--- config.mk ---
export PLATFORM = sky130hd
export DESIGN_NAME = tmrc_timer_control
export DESIGN_NICKNAME = d
export VERILOG_FILES = /design/src/pkg/tmrc_pkg.sv /design/src/design/tmrc_timer_control.sv
export SDC_FILE = /design/constraint.sdc
export NUM_CORES = 1
export LEC_CHECK = 0
export BUFFER_PORTS_ARGS = -buffer_cell sky130_fd_sc_hd__buf_2
export CORE_UTILIZATION = 55
export DETAILED_ROUTE_END_ITERATION = 16
export PLACE_DENSITY = 0.84
export RECOVER_POWER = 25
export SYNTH_ARGS = -nofsm -noshare
export SYNTH_HDL_FRONTEND = slang
export SYNTH_SLANG_ARGS = --single-unit
--- constraint.sdc ---
create_clock -name sys_clk -period 2.54 [get_ports sys_clk]
set_input_delay 0.508 -clock sys_clk [delete_from_list [all_inputs] [get_ports sys_clk]]
set_output_delay 0.508 -clock sys_clk [all_outputs]
set_load 0.1 [all_outputs]
--- src/pkg/tmrc_pkg.sv ---
// Functional notes
// - reload buffer on: reload value loads from shadow at update events; else direct.
// - one-shot: hardware clears run bit and stops counting at next update event.
// - source select 0: software, overflow, slave update all flag; 1: overflow only.
// - update inhibit keeps buffered values; software or slave reset still reinitialises.
// - software sets run bit in clock/pause modes; event mode sets it by hardware.
// - outputs disabled: complementary output drives its idle level bit.
// - outputs disabled: channel 0 output drives idle level after dead-time.
// - idle-level bits writable only while lock level is 00.
// - master mode 000: trigger out pulses on software update or slave reset, delayed.
// - master mode 001: trigger out follows internal counter enable.
// - master mode 010 carries update event; 011 pulses on channel 0 match.
// - master modes 100..111 carry compare reference of channels 0..3.
// - channel dma request on its event if source bit 0, update if 1.
// - commutation update on software request, or also on trigger rising edge.
// - commutation buffering shadows the main and complementary enable bits until commutation.
// - master-slave sync passes trigger input as start event to trigger out.
// - trigger select: 000/001 internal, 100 edge flag, 101/110 filtered; others reserved.
// - slave mode 000: counts on kernel clock while run bit set; 001..011 reserved.
// - mode 100 restarts on rising trigger; mode 101 counts while trigger high.
// - mode 110 starts on rising trigger, never stopped; 111 counts rising edges.
// - dma requests and interrupts issue only when their enable bit is set.
package tmrc_pkg;
  localparam logic [4:0] TMRC_OFS_CTRL = 5'h00;
  localparam logic [4:0] TMRC_OFS_OUT = 5'h04;
  localparam logic [4:0] TMRC_OFS_SLAVE = 5'h08;
  localparam logic [4:0] TMRC_OFS_EN = 5'h0C;
  localparam logic [4:0] TMRC_OFS_FLAGS = 5'h10;
  localparam logic [4:0] TMRC_OFS_SWEV = 5'h14;
  localparam logic [4:0] TMRC_OFS_RELOAD = 5'h18;
  localparam logic [4:0] TMRC_OFS_LOCK_LEVEL = 5'h1C;
  localparam logic [15:0] TMRC_RST = 16'h0000;
  // counter_control bits
  localparam int TMRC_B_RUN = 0;
  localparam int TMRC_B_INH = 1;
  localparam int TMRC_B_UPS = 2;
  localparam int TMRC_B_ONE = 3;
  localparam int TMRC_B_ARB = 7;
  localparam logic [15:0] TMRC_CTRL_MASK = 16'h008F;
  // output_ctrl_trigger_out bits
  localparam int TMRC_B_COMMUTATION_BUFFERING = 0;
  localparam int TMRC_B_COMMUTATION_UPDATE_CONTROL = 2;
  localparam int TMRC_B_DMA_SOURCE_SELECT = 3;
  localparam int TMRC_B_MMLO = 4;
  localparam int TMRC_B_CH0_IDLE_LEVEL = 8;
  localparam int TMRC_B_CH0_COMPL_IDLE_LEVEL = 9;
  localparam int TMRC_B_CH1_IDLE_LEVEL = 10;
  localparam logic [15:0] TMRC_OUT_MASK = 16'h007D;
  localparam logic [15:0] TMRC_ISO_MASK = 16'h0700;
  // slave_mode_config bits
  localparam int TMRC_B_SMLO = 0;
  localparam int TMRC_B_TSLO = 4;
  localparam int TMRC_B_MSM = 7;
  localparam logic [15:0] TMRC_SLV_MASK = 16'h00F7;
  // dma_irq_enables mask and bits
  localparam logic [15:0] TMRC_EN_MASK = 16'h67E7;
  localparam int TMRC_B_UPDATE_IRQ_ENABLE = 0;
  localparam int TMRC_B_CH0_IRQ_ENABLE = 1;
  localparam int TMRC_B_CH1_IRQ_ENABLE = 2;
  localparam int TMRC_B_COMMUTATION_IRQ_ENABLE = 5;
  localparam int TMRC_B_TRIGGER_IRQ_ENABLE = 6;
  localparam int TMRC_B_BREAK_IRQ_ENABLE = 7;
  localparam int TMRC_B_UPDATE_DMA_ENABLE = 8;
  localparam int TMRC_B_CH0_DMA_ENABLE = 9;
  localparam int TMRC_B_CH1_DMA_ENABLE = 10;
  localparam int TMRC_B_COMMUTATION_DMA_ENABLE = 13;
  localparam int TMRC_B_TRIGGER_DMA_ENABLE = 14;
  // event_flags bits, same positions for software event generation
  localparam int TMRC_F_UP = 0;
  localparam int TMRC_F_CH0 = 1;
  localparam int TMRC_F_CH1 = 2;
  localparam int TMRC_F_CMT = 5;
  localparam int TMRC_F_TRG = 6;
  localparam int TMRC_F_BRK = 7;
  localparam logic [15:0] TMRC_FLAG_MASK = 16'h06E7;
  localparam logic [1:0] TMRC_LOCK_OPEN = 2'h0;
  localparam int TMRC_DT_CYCLES = 4;

  typedef enum logic [2:0] {
    TMRC_SM_OFF, TMRC_SM_R1, TMRC_SM_R2, TMRC_SM_R3,
    TMRC_SM_RESTART, TMRC_SM_PAUSE, TMRC_SM_EVENT, TMRC_SM_EXTCLK
  } tmrc_slave_t;

  typedef enum logic [2:0] {
    TMRC_MM_RESET, TMRC_MM_ENABLE, TMRC_MM_UPDATE, TMRC_MM_CCPULSE,
    TMRC_MM_REF0, TMRC_MM_REF1, TMRC_MM_REF2, TMRC_MM_REF3
  } tmrc_master_t;
endpackage : tmrc_pkg

--- src/design/tmrc_timer_control.sv ---
// The plain strobed port was left to the implementer.
`timescale 1ns/1ps
module tmrc_timer_control #(
  parameter int RELOAD_W = 16,
  parameter int DT_CYCLES = tmrc_pkg::TMRC_DT_CYCLES
) (
  input wire logic sys_clk,
  input wire logic reset_n,
  input wire logic [4:0] regAddr,
  input wire logic [15:0] regWdata,
  input wire logic regWrite,
  input wire logic regRead,
  output logic [15:0] regRdata,
  input wire logic internalTrigger0,
  input wire logic internalTrigger1,
  input wire logic ch0EdgeFlag,
  input wire logic ch0FilteredInput,
  input wire logic ch1FilteredInput,
  input wire logic counterOverflow,
  input wire logic ch0Event,
  input wire logic ch1Event,
  input wire logic [3:0] compareReference,
  input wire logic primaryOutputEnable,
  input wire logic breakEvent,
  input wire logic ch0ActiveLevel,
  input wire logic ch0ComplActiveLevel,
  output logic triggerOutput,
  output logic counterAdvance,
  output logic counterReinit,
  output logic updateEvent,
  output logic [RELOAD_W-1:0] reloadValue,
  output logic commutationEvent,
  output logic [1:0] ch0Output,
  output logic ch0ComplOutput,
  output logic ch1IdleLevel,
  output logic [4:0] dmaRequest,
  output logic [5:0] irqRequest
);
  // ****************************************
  // pin synchronisers
  // ****************************************
  logic [6:0] pinMeta;
  logic [6:0] pinSync;
  logic [6:0] pinRaw;
  assign pinRaw = {primaryOutputEnable, ch1FilteredInput, ch0FilteredInput, ch0EdgeFlag,
    internalTrigger1, internalTrigger0, breakEvent};
  always_ff @(posedge sys_clk or negedge reset_n)
  begin
    if (!reset_n)
    begin
      pinMeta <= 7'h00;
      pinSync <= 7'h00;
    end
    else
    begin
      pinMeta <= pinRaw;
      pinSync <= pinMeta;
    end
  end
  wire outEnSync = pinSync[6];
  wire breakSync = pinSync[0];

  // ****************************************
  // registers
  // ****************************************
  logic [15:0] ctrlReg;
  logic [15:0] outReg;
  logic [15:0] slaveReg;
  logic [15:0] enReg;
  logic [15:0] flagReg;
  logic [RELOAD_W-1:0] reloadPre;
  logic [1:0] lockLevel;
  logic [15:0] swevPulse;
  logic [1:0] cmtPre;
  logic [1:0] cmtAct;

  wire wrCtrl = regWrite && regAddr == tmrc_pkg::TMRC_OFS_CTRL;
  wire wrOut = regWrite && regAddr == tmrc_pkg::TMRC_OFS_OUT;
  wire wrSlave = regWrite && regAddr == tmrc_pkg::TMRC_OFS_SLAVE;
  wire wrEn = regWrite && regAddr == tmrc_pkg::TMRC_OFS_EN;
  wire wrFlags = regWrite && regAddr == tmrc_pkg::TMRC_OFS_FLAGS;
  wire wrSwev = regWrite && regAddr == tmrc_pkg::TMRC_OFS_SWEV;
  wire wrReload = regWrite && regAddr == tmrc_pkg::TMRC_OFS_RELOAD;
  wire wrProt = regWrite && regAddr == tmrc_pkg::TMRC_OFS_LOCK_LEVEL;

  wire reloadBuffered = ctrlReg[tmrc_pkg::TMRC_B_ARB];
  wire oneShot = ctrlReg[tmrc_pkg::TMRC_B_ONE];
  wire updSource = ctrlReg[tmrc_pkg::TMRC_B_UPS];
  wire updInhibit = ctrlReg[tmrc_pkg::TMRC_B_INH];
  wire runBit = ctrlReg[tmrc_pkg::TMRC_B_RUN];
  wire [2:0] masterSel = outReg[tmrc_pkg::TMRC_B_MMLO +: 3];
  wire [2:0] slaveSel = slaveReg[tmrc_pkg::TMRC_B_SMLO +: 3];
  wire [2:0] trigSel = slaveReg[tmrc_pkg::TMRC_B_TSLO +: 3];
  wire msSync = slaveReg[tmrc_pkg::TMRC_B_MSM];
  wire swUpdate = swevPulse[tmrc_pkg::TMRC_F_UP];
  wire swCmt = swevPulse[tmrc_pkg::TMRC_F_CMT];

  // ****************************************
  // trigger selection and slave controller
  // ****************************************
  logic trigIn;
  always_comb
  begin
    case (trigSel)
      3'h0: trigIn = pinSync[1];
      3'h1: trigIn = pinSync[2];
      3'h4: trigIn = pinSync[3];
      3'h5: trigIn = pinSync[4];
      3'h6: trigIn = pinSync[5];
      default: trigIn = 1'b0;
    endcase
  end
  logic trigPrev;
  wire trigRise = trigIn && !trigPrev;
  tmrc_pkg::tmrc_slave_t slaveMode;
  assign slaveMode = tmrc_pkg::tmrc_slave_t'(slaveSel);
  logic pauseOk;
  logic slaveReset;
  logic slaveStart;
  logic extTick;
  always_comb
  begin
    pauseOk = 1'b1;
    slaveReset = 1'b0;
    slaveStart = 1'b0;
    extTick = 1'b0;
    case (slaveMode)
      tmrc_pkg::TMRC_SM_RESTART: slaveReset = trigRise;
      tmrc_pkg::TMRC_SM_PAUSE: pauseOk = trigIn;
      tmrc_pkg::TMRC_SM_EVENT: slaveStart = trigRise;
      tmrc_pkg::TMRC_SM_EXTCLK: extTick = trigRise;
      default: pauseOk = 1'b1;
    endcase
  end
  wire internalEnable = runBit && pauseOk;
  assign counterAdvance = slaveMode == tmrc_pkg::TMRC_SM_EXTCLK ?
    (runBit && extTick) : internalEnable;
  wire trigEvent = (slaveMode == tmrc_pkg::TMRC_SM_PAUSE ? trigIn != trigPrev : trigRise)
    && slaveMode != tmrc_pkg::TMRC_SM_OFF;

  // ****************************************
  // update event generation
  // ****************************************
  // inhibit blocks the update itself, not the reinitialisation
  wire updRaw = swUpdate || counterOverflow || slaveReset;
  assign updateEvent = updRaw && !updInhibit;
  assign counterReinit = swUpdate || slaveReset;
  wire updFlagSet = updateEvent && (!updSource || counterOverflow);

  always_ff @(posedge sys_clk or negedge reset_n)
  begin
    if (!reset_n)
      reloadValue <= '0;
    else if (!reloadBuffered && wrReload)
      reloadValue <= regWdata[RELOAD_W-1:0];
    else if (reloadBuffered && updateEvent)
      reloadValue <= reloadPre;
  end

  // ****************************************
  // commutation shadow
  // ****************************************
  wire cmtBuffered = outReg[tmrc_pkg::TMRC_B_COMMUTATION_BUFFERING];
  assign commutationEvent = swCmt || (outReg[tmrc_pkg::TMRC_B_COMMUTATION_UPDATE_CONTROL] && trigRise);
  always_ff @(posedge sys_clk or negedge reset_n)
  begin
    if (!reset_n)
      cmtAct <= 2'h3;
    else if (!cmtBuffered || commutationEvent)
      cmtAct <= cmtPre;
  end

  // ****************************************
  // master trigger output
  // ****************************************
  logic resetPulseDly;
  logic trigOutNext;
  always_comb
  begin
    case (tmrc_pkg::tmrc_master_t'(masterSel))
      tmrc_pkg::TMRC_MM_RESET: trigOutNext = swUpdate || resetPulseDly;
      tmrc_pkg::TMRC_MM_ENABLE: trigOutNext = internalEnable;
      tmrc_pkg::TMRC_MM_UPDATE: trigOutNext = updateEvent;
      tmrc_pkg::TMRC_MM_CCPULSE: trigOutNext = ch0Event;
      default: trigOutNext = compareReference[masterSel[1:0]];
    endcase
  end
  // sync mode sends the start straight through so slaves start together
  assign triggerOutput = msSync ? trigRise : trigOutNext;

  // ****************************************
  // idle outputs with dead-time on main output
  // ****************************************
  logic [3:0] deadCnt;
  wire [3:0] deadLoad = 4'(DT_CYCLES);
  wire idleMain = outReg[tmrc_pkg::TMRC_B_CH0_IDLE_LEVEL];
  wire idleCompl = outReg[tmrc_pkg::TMRC_B_CH0_COMPL_IDLE_LEVEL];
  always_ff @(posedge sys_clk or negedge reset_n)
  begin
    if (!reset_n)
      deadCnt <= 4'h0;
    else if (outEnSync)
      deadCnt <= deadLoad;
    else if (deadCnt != 4'h0)
      deadCnt <= deadCnt - 4'h1;
  end
  always_ff @(posedge sys_clk or negedge reset_n)
  begin
    if (!reset_n)
    begin
      ch0Output <= 2'h0;
      ch0ComplOutput <= 1'b0;
    end
    else
    begin
      ch0Output[0] <= outEnSync ? ch0ActiveLevel && cmtAct[0] :
        (deadCnt == 4'h0 ? idleMain : 1'b0);
      ch0Output[1] <= outEnSync && cmtAct[0];
      ch0ComplOutput <= outEnSync ? ch0ComplActiveLevel && cmtAct[1] : idleCompl;
    end
  end
  assign ch1IdleLevel = outReg[tmrc_pkg::TMRC_B_CH1_IDLE_LEVEL];

  // ****************************************
  // register writes and flags
  // ****************************************
  wire [15:0] hwFlags = {8'h00, breakSync || swevPulse[tmrc_pkg::TMRC_F_BRK],
    trigEvent || swevPulse[tmrc_pkg::TMRC_F_TRG], commutationEvent, 2'h0,
    ch1Event || swevPulse[tmrc_pkg::TMRC_F_CH1], ch0Event || swevPulse[tmrc_pkg::TMRC_F_CH0],
    updFlagSet};
  wire [15:0] ovcSet = {5'h00, ch1Event && flagReg[tmrc_pkg::TMRC_F_CH1],
    ch0Event && flagReg[tmrc_pkg::TMRC_F_CH0], 9'h000};
  wire [15:0] flagsKept = wrFlags ? (flagReg & regWdata) : flagReg;
  wire lockOpen = lockLevel == tmrc_pkg::TMRC_LOCK_OPEN;
  wire [15:0] isoMask = lockOpen ? tmrc_pkg::TMRC_ISO_MASK : 16'h0000;
  wire [15:0] outWrMask = tmrc_pkg::TMRC_OUT_MASK | isoMask;
  wire clearRun = oneShot && updateEvent && !wrCtrl;
  always_ff @(posedge sys_clk or negedge reset_n)
  begin
    if (!reset_n)
    begin
      ctrlReg <= tmrc_pkg::TMRC_RST;
      outReg <= tmrc_pkg::TMRC_RST;
      slaveReg <= tmrc_pkg::TMRC_RST;
      enReg <= tmrc_pkg::TMRC_RST;
      flagReg <= tmrc_pkg::TMRC_RST;
      reloadPre <= '0;
      lockLevel <= 2'h0;
      swevPulse <= 16'h0000;
      cmtPre <= 2'h3;
      trigPrev <= 1'b0;
      resetPulseDly <= 1'b0;
    end
    else
    begin
      trigPrev <= trigIn;
      resetPulseDly <= slaveReset;
      swevPulse <= wrSwev ? regWdata : 16'h0000;
      if (wrCtrl)
        ctrlReg <= regWdata & tmrc_pkg::TMRC_CTRL_MASK;
      else if (clearRun)
        ctrlReg[tmrc_pkg::TMRC_B_RUN] <= 1'b0;
      else if (slaveStart || (msSync && trigRise && slaveMode == tmrc_pkg::TMRC_SM_EVENT))
        ctrlReg[tmrc_pkg::TMRC_B_RUN] <= 1'b1;
      if (wrOut)
        outReg <= (regWdata & outWrMask) | (outReg & ~outWrMask);
      if (wrSlave)
        slaveReg <= regWdata & tmrc_pkg::TMRC_SLV_MASK;
      if (wrEn)
        enReg <= regWdata & tmrc_pkg::TMRC_EN_MASK;
      if (wrReload)
        reloadPre <= regWdata[RELOAD_W-1:0];
      if (wrProt)
        lockLevel <= regWdata[1:0];
      if (wrProt)
        cmtPre <= regWdata[5:4];
      // set wins over clear
      flagReg <= (flagsKept | ((hwFlags | ovcSet) & tmrc_pkg::TMRC_FLAG_MASK));
    end
  end

  // ****************************************
  // requests
  // ****************************************
  wire dmaSrcUpd = outReg[tmrc_pkg::TMRC_B_DMA_SOURCE_SELECT];
  wire ch0DmaEv = dmaSrcUpd ? updFlagSet : hwFlags[tmrc_pkg::TMRC_F_CH0];
  wire ch1DmaEv = dmaSrcUpd ? updFlagSet : hwFlags[tmrc_pkg::TMRC_F_CH1];
  always_ff @(posedge sys_clk or negedge reset_n)
  begin
    if (!reset_n)
    begin
      dmaRequest <= 5'h00;
      irqRequest <= 6'h00;
    end
    else
    begin
      dmaRequest <= {hwFlags[tmrc_pkg::TMRC_F_TRG] && enReg[tmrc_pkg::TMRC_B_TRIGGER_DMA_ENABLE],
        hwFlags[tmrc_pkg::TMRC_F_CMT] && enReg[tmrc_pkg::TMRC_B_COMMUTATION_DMA_ENABLE],
        ch1DmaEv && enReg[tmrc_pkg::TMRC_B_CH1_DMA_ENABLE],
        ch0DmaEv && enReg[tmrc_pkg::TMRC_B_CH0_DMA_ENABLE],
        updFlagSet && enReg[tmrc_pkg::TMRC_B_UPDATE_DMA_ENABLE]};
      irqRequest <= {flagReg[tmrc_pkg::TMRC_F_BRK] && enReg[tmrc_pkg::TMRC_B_BREAK_IRQ_ENABLE],
        flagReg[tmrc_pkg::TMRC_F_TRG] && enReg[tmrc_pkg::TMRC_B_TRIGGER_IRQ_ENABLE],
        flagReg[tmrc_pkg::TMRC_F_CMT] && enReg[tmrc_pkg::TMRC_B_COMMUTATION_IRQ_ENABLE],
        flagReg[tmrc_pkg::TMRC_F_CH1] && enReg[tmrc_pkg::TMRC_B_CH1_IRQ_ENABLE],
        flagReg[tmrc_pkg::TMRC_F_CH0] && enReg[tmrc_pkg::TMRC_B_CH0_IRQ_ENABLE],
        flagReg[tmrc_pkg::TMRC_F_UP] && enReg[tmrc_pkg::TMRC_B_UPDATE_IRQ_ENABLE]};
    end
  end

  // ****************************************
  // read port
  // ****************************************
  logic [15:0] rdMux;
  always_comb
  begin
    case (regAddr)
      tmrc_pkg::TMRC_OFS_CTRL: rdMux = ctrlReg;
      tmrc_pkg::TMRC_OFS_OUT: rdMux = outReg;
      tmrc_pkg::TMRC_OFS_SLAVE: rdMux = slaveReg;
      tmrc_pkg::TMRC_OFS_EN: rdMux = enReg;
      tmrc_pkg::TMRC_OFS_FLAGS: rdMux = flagReg;
      tmrc_pkg::TMRC_OFS_RELOAD: rdMux = 16'(reloadValue);
      tmrc_pkg::TMRC_OFS_LOCK_LEVEL: rdMux = {10'h000, cmtAct, 2'h0, lockLevel};
      default: rdMux = 16'h0000;
    endcase
  end
  always_ff @(posedge sys_clk or negedge reset_n)
  begin
    if (!reset_n)
      regRdata <= 16'h0000;
    else
      regRdata <= regRead ? rdMux : 16'h0000;
  end

  // ****************************************
  // checks
  // ****************************************
  one_shot_stop_a: assert property (@(posedge sys_clk) disable iff (!reset_n)
    oneShot && updateEvent && !wrCtrl |=> !runBit)
    else $error("one-shot did not clear run bit");
  upd_inhibit_a: assert property (@(posedge sys_clk) disable iff (!reset_n)
    updInhibit |-> !updateEvent)
    else $error("update event while inhibited");
  ups_filter_a: assert property (@(posedge sys_clk) disable iff (!reset_n)
    updFlagSet && updSource |-> counterOverflow)
    else $error("update flag from wrong source");
  idle_compl_a: assert property (@(posedge sys_clk) disable iff (!reset_n)
    !outEnSync |=> ch0ComplOutput == $past(idleCompl))
    else $error("complementary idle level wrong");
  idle_lock_a: assert property (@(posedge sys_clk) disable iff (!reset_n)
    wrOut && !lockOpen |=> $stable(outReg[10:8]))
    else $error("idle bits changed while locked");
  mm_reset_a: assert property (@(posedge sys_clk) disable iff (!reset_n)
    masterSel == 3'h0 && !msSync && slaveReset ##1 masterSel == 3'h0 && !msSync
    |-> triggerOutput)
    else $error("delayed reset pulse missing");
  irq_gate_a: assert property (@(posedge sys_clk) disable iff (!reset_n)
    irqRequest[0] |-> $past(enReg[0]))
    else $error("update interrupt without enable");
  event_start_a: assert property (@(posedge sys_clk) disable iff (!reset_n)
    slaveStart && !wrCtrl && !clearRun |=> runBit)
    else $error("event mode did not start counter");
endmodule : tmrc_timer_control

==> impl_results.md, run 1 <==
* Final Cycle Share at 116.7%
* Final net count at 628
* I/O pins at 93
* Hold Startpoint: internalTrigger0
* CP Capture Type: primary output
* Placed Area at 6719 µm²
* Leakage at between 3 and 4 nW
* First-pass GRT wire length at 24060 µm
* Post-layout util at a little under three quarters
* Grt ovf at 0
* CTS H-tree lvls at 4
* Startpoint types: register
* Placed cell count at 695
* Die area at 11110 µm²
* Share of the synthesized area in the top cell type at 58.70%
* Worst Path Arrival at ~2500 ps
* Final setup viols at 5
* Core area at 10370 µm²
* Worst slew margin at -23.52%
* FMAX at 337.2 MHz
* Pin count of the biggest net entering global routing at 76
* Post-Syn Instances at ~460
* R2r setup slk at 60 ps
* Routed wire length at about 15000 µm
* DRC errors left at 0
* DP Wirelength at just over 10000 µm
* Vias at 4487
* TritonCTS clock tree: done
* Share of post-route cells with drive strength above 1 at 39.70%
* Final Hold Vio Count at 0
* Max-cap viol count at 1
* Register area share after synthesis at 60.48%
* Row cnt at 37
* Dominant cells by area after synthesis: dfrtp_1 59%, mux2_2 11%, a22oi_1 2.4%, o21ai_0 2.0%, nand2_1 2.0%
* Clock root buffer master: clkbuf_8
* GRT Util Overall at a little under 30%
* Pre-antenna DRT Iters at 7
* Worst-Margin Slew at 1853 ps
* Routed WL per cell at 21.06 µm
* Ant. Diodes at 0
* Crit Reg-Reg Startpoint: slaveReg[5]
* Die X at around 110 µm
* Initial antenna violation count at 0
* Final hold slack at 79.73 ps
* Power per standard cell area at 1089 nW/µm²
* Met3 WL at 1388 µm
* PortBufs at ~90
* Design area at 7447 µm²
* Yosys cell types at 51
* Peak VDD IR at 0.7265 mV
* CTS Buffer Depth at 2
* P&R area growth vs syn at 26.58%
* Worst Path Class, Setup: register to primary output
* Unrepaired setup endpoints after global routing: yes
* Worst r2r path cells at 11
* Outcome: complete, but fails checks
* Worst EP required at 2030 ps
* Max-slew violations at 74
* Most used DFF post-synth: dfrtp_1
* Violated checks: max-capacitance violations, max-slew violations, negative setup slack
* # clock sinks at between 100 and 150
* Syn_nets at 505
* Reg-to-Reg End: reloadValue[13]
* Antenna-violating nets left at 0
* Synthesized flop and latch total at approximately 140
* Clock Latency Late Sink at 530 ps
* DRT met1 WL at between 5000 and 6000 µm
* Avg Inst Size Synth at 12.76 µm²
* Final worst setup slack at -425.3 ps
* Avg Vias per Cell at 6.121
* Hold depth at 1
* Vias in the first global route at between 4000 and 5000
* Crit path max fanout at 6
* Post-synth top area cell: dfrtp_1
* Top Metal Used: met4
* Clock skew at 7.060 ps
* Die Height at around 110 µm
* Synth Cell Area at 5883 µm²
* Final instance count without filler cells at about 730
* Initial drt markers at 495
* Yosys warning total at 0
* CTS Buf Count at 17
* GP Congestion at 0.9161
* Final Critical Period at 2965 ps
* Synth async-reset ratio at 100.0%
* Clk pin slew, worst setup/hold paths at 60 ps
* HP Class: input port to register
* Fillers at about 660
* Post-synth EDFFs at 0
* Starting Density at a little under three fifths
* Metal2 WL at 7413 µm
* Hold Path End: pinMeta[1]
==> timing repair <==
| item | CTS | global route |
|---|---|---|
| pin swaps | 0 | 2 |
| endpoints found under the setup margin | 5 | 6 |
| hold buffers | 0 | 0 |
| setup buffers | 2 | 4 |
| resized for setup | 9 | 11 |
==> per-layer routing <==
layer	vias to the layer above	global-route usage (%)
met5	-	0
met4	0	14.69
met3	73	7.050
met2	284	46.29
met1	2219	37.75
li1	1911	-
==> state kept, by name, indices dropped and copies added (netlist names), 4 cells and up, named ones only <==
name / cells
ctrlReg: 5
deadCnt: 4
dmaRequest: 5
enReg: 11
flagReg: 16
irqRequest: 6
outReg: 6
pinMeta: 7
pinSync: 7
regRdata: 16
reloadPre: 16
reloadValue: 16
slaveReg: 7
swevPulse: 6
==> critical path: stages (launching register included) <==
cell       delay [ps]
dfrtp_1           410
mux2i_1           140
o21ai_1           210
a21o_1            210
ha_4              200
nand4bb_4         140
a211oi_2          200
o21ai_1           120
o21ai_2           100
buf_12            200
==> cells by family after synthesis <==
kind of cell | share of synthesized area (%)
AOI/OAI and AO/OA | 12.42
xor gates and xnor gates | 0.1489
adders and majority gates | 0.6381
buffers and inverters | 2.297
DFF | 60.48
muxes | 13.38
and+or+nand+nor | 10.63
==> Yosys cell counts, types with 2 or more instances <==
master / number
inv_1: 11
a211oi_1: 2
buf_2: 6
nand3_1: 5
clkbuf_1: 4
nand2_1: 31
and2_1: 16
and3_1: 4
buf_4: 5
nor3_1: 4
dfstp_2: 4
a221oi_1: 2
nand2b_1: 8
nor2b_1: 7
nand3b_1: 2
a21o_1: 10
o311a_1: 2
a31oi_1: 4
o21a_1: 8
ha_1: 3
o21ai_0: 24
mux2i_1: 10
dfrtp_1: 138
o31ai_1: 2
a22oi_1: 19
a222oi_1: 4
or3_1: 4
a22o_1: 11
mux2_2: 59
nor2_1: 19
a21oi_1: 12
nor3_2: 2
==> final cells by class <==
cell class                 count  area [µm²]  area share, %
sequential                   142        3560          47.80
clock buffer                  21       469.2          6.300
tap                          136       170.2          2.285
inverter                      11       41.29         0.5544
clock inverter                11       132.6          1.781
timing repair buffer         120       803.3          10.79
multi-input combinational    292        2271          30.49
==> metrics by stage <==
step / power [mW] / setup slack [ps] / setup TNS (ps)
after global routing: 8.364 / -558.2 / -2512
after detailed placement: 5.552 / -25.23 / -25.23
final: 8.107 / -425.3 / -1500
after global placement: 5.468 / 113.3 / 0
after CTS: 8.033 / -381.1 / -1377
after floorplan: 4.889 / -96.54 / -183.2
==> layout by cell type, fill, tap and decap left out, types with 3 or more instances in the layout <==
master      netlist  routed
a21o_1           10      10
a21oi_1          12      10
a222oi_1          4       4
a22o_1           11      11
a22oi_1          19      19
a31oi_1           4       4
and2_1           16      16
and3_1            4       4
buf_12            0       9
buf_2             6      86
buf_4             5      22
clkbuf_16         0      16
clkbuf_8          0       5
clkinv_4          0       3
clkinvlp_4        0       5
dfrtp_1         138     137
dfstp_2           4       4
inv_1            11      10
mux2_2           59      59
mux2i_1          10      10
nand2_1          31      31
nand2b_1          8       7
nand3_1           5       5
nor2_1           19      18
nor2b_1           7       7
nor3_1            4       3
nor3_2            2       3
o21a_1            8       8
o21ai_0          24      20
o21ai_1           0       3
or3_1             4       4
==> where the power goes <==
group	switching [mW]	internal [mW]
combinational	1.94	0.698
sequential	0.356	2.66
clock	0.947	1.51
total	3.24	4.87
==> worst max path at each step <==
stage                start            end  slack, ps
2_1_floorplan  slaveReg[5]  counterReinit       -100
6_report       slaveReg[5]  triggerOutput       -430
4_1_cts        slaveReg[4]  triggerOutput       -380
3_5_place_dp   slaveReg[5]  triggerOutput        -30
3_3_place_gp   slaveReg[5]  triggerOutput        110
5_1_grt        slaveReg[5]  triggerOutput       -560
No activity file was read; power rests on OpenSTA's default activity.
==> run 2: changes to the inputs <==
- PLACE_DENSITY: 0.84 -> not set
- PLACE_DENSITY_LB_ADDON: not set -> 0.12
==> impl_results.md, run 2 (synthesized netlist as in run 1, its figures left out) <==
* Max-cap viol count at 0
* DP Wirelength at 9615 µm
* Peak VDD IR at 0.6559 mV
* Crit path max fanout at 4
* Clk pin slew, worst setup/hold paths at 60 ps
* Die area at 11110 µm²
* GRT Max-Usage Layer: met2
* Final Cycle Share at 112.1%
* Final instance count without filler cells at 738
* Worst slew margin at 1.262%
* CTS H-tree lvls at 4
* Clock root buffer master: clkbuf_8
* Routed wire length at 14700 µm
* Power per standard cell area at 1094 nW/µm²
* First-pass GRT wire length at 23120 µm
* Vias at roughly 4300
* Total design power at 8.190 mW
* Worst Path Class, Setup: register to primary output
* Dpl ws at roughly 70 ps
* Worst Path Arrival at approximately 2300 ps
* Design area at 7490 µm²
* Antenna-violating nets left at 0
* Final worst setup slack at -306.5 ps
* Initial drt markers at approximately 270
* Grt ovf at 0
* Clock skew at 11.84 ps
* GR Util met3 at roughly 9%
* Met2 usage at 43.70%
* Max-slew violations at 0
* Initial antenna violation count at 0
* Met1 Track Usage GR at approximately 38%
* DRC errors left at 0
* Unrepaired setup endpoints after global routing: yes
* Leakage at 3.589 nW
* Setup_tns at -1160 ps
* Die X at roughly 110 µm
* TritonCTS clock tree: done
* CP Capture Type: primary output
* # clock sinks at 142
* HP Class: input port to register
* Starting Density at 56.73%
* CTS Buffer Depth at 2
* Outcome: complete, but fails checks
* Fillers at 734
* Final Critical Period at about 2800 ps
* GP Congestion at approximately 0.95
* Most frequent cells in the layout: 138 x dfrtp_1, 86 x buf_2, 59 x mux2_2
* Row cnt at 37
* CTS Buf Count at 17
* Final Hold Vio Count at 0
* Post-layout util at 72.22%
* Final setup viols at 5
* Share of post-route cells with drive strength above 1 at 39.37%
* P&R area growth vs syn at 27.31%
* PortBufs at a little over 90
* Placed Area at 6701 µm²
* GRT Util Overall at between 20 and 30%
* Startpoint types: register
* Avg Vias per Cell at 5.878
* Core area at between 10000 and 15000 µm²
* Worst EP required at a little over 2000 ps
* Clock Latency Late Sink at roughly 540 ps
* Violated checks: negative setup slack
* Routed WL per cell at 19.92 µm
* I/O pins at 93
* Ant. Diodes at 0
* Final hold slack at 67.92 ps
* Worst-Margin Slew at 1481 ps
* Placed cell count at 696
* FMAX at 351.3 MHz
* Most common cell after layout, fill and taps aside: dfrtp_1
* Vias in the first global route at 4300
* Pin count of the biggest net entering global routing at 61
* Pre-antenna DRT Iters at 5
* Final net count at 633
* Die Height at 105.4 µm
==> run 2: layout make-up <==
cell class | instances | area, µm² | area share [%]
tap | 136 | 170.2 | 2.272
clock inverter | 11 | 163.9 | 2.188
clock buffer | 21 | 449.2 | 5.997
multi-input combinational | 292 | 2276 | 30.39
timing repair buffer | 125 | 830.8 | 11.09
sequential | 142 | 3558 | 47.51
inverter | 11 | 41.29 | 0.5513
==> run 2: final timing paths <==
path	startpoint	endpoint	slack [ps]	depth (start not counted)
worst max-delay path	slaveReg[4]	triggerOutput	-310	9
worst min-delay path	breakEvent	pinMeta[0]	70	1
worst min register to register	pinMeta[4]	pinSync[4]	350	0
min in group asynchronous	reset_n	ch0Output[0]	870	2
worst max register to register	slaveReg[4]	reloadValue[15]	120	11
max in group asynchronous	reset_n	enReg[13]	550	3
==> run 2: timing repair <==
action / 4_1_cts / 5_1_grt
resized for setup: 16 / 5
buffers inserted: 5 / 5
endpoints found under the hold margin: 54 / 0
hold buffers: 1 / 0
endpoints found under the setup margin: 5 / 8
pin swaps: 3 / 4
==> run 2: worst max-delay path, cell delays in order, from the launching register on <==
cell	delay, ps
dfrtp_1	410
mux2i_1	140
nor3_2	200
a21o_1	160
ha_4	170
nand4bb_4	130
a211oi_2	200
o21ai_1	100
o21ai_2	90
buf_12	190
==> run 2: per-layer routing <==
metal	up-vias	part of all wire (%)
li1	1927	-
met1	2211	44
met2	174	48
met3	26	6.4
met4	0	2.0
met5	-	0
==> run 2: where the power goes <==
group	switching (mW)	internal, mW	total [mW]	leakage, nW
Combinational	1.91	0.720	2.63	1.49
Sequential	0.331	2.66	2.99	1.80
Clock	0.929	1.64	2.57	0.298
Total	3.17	5.02	8.19	3.59
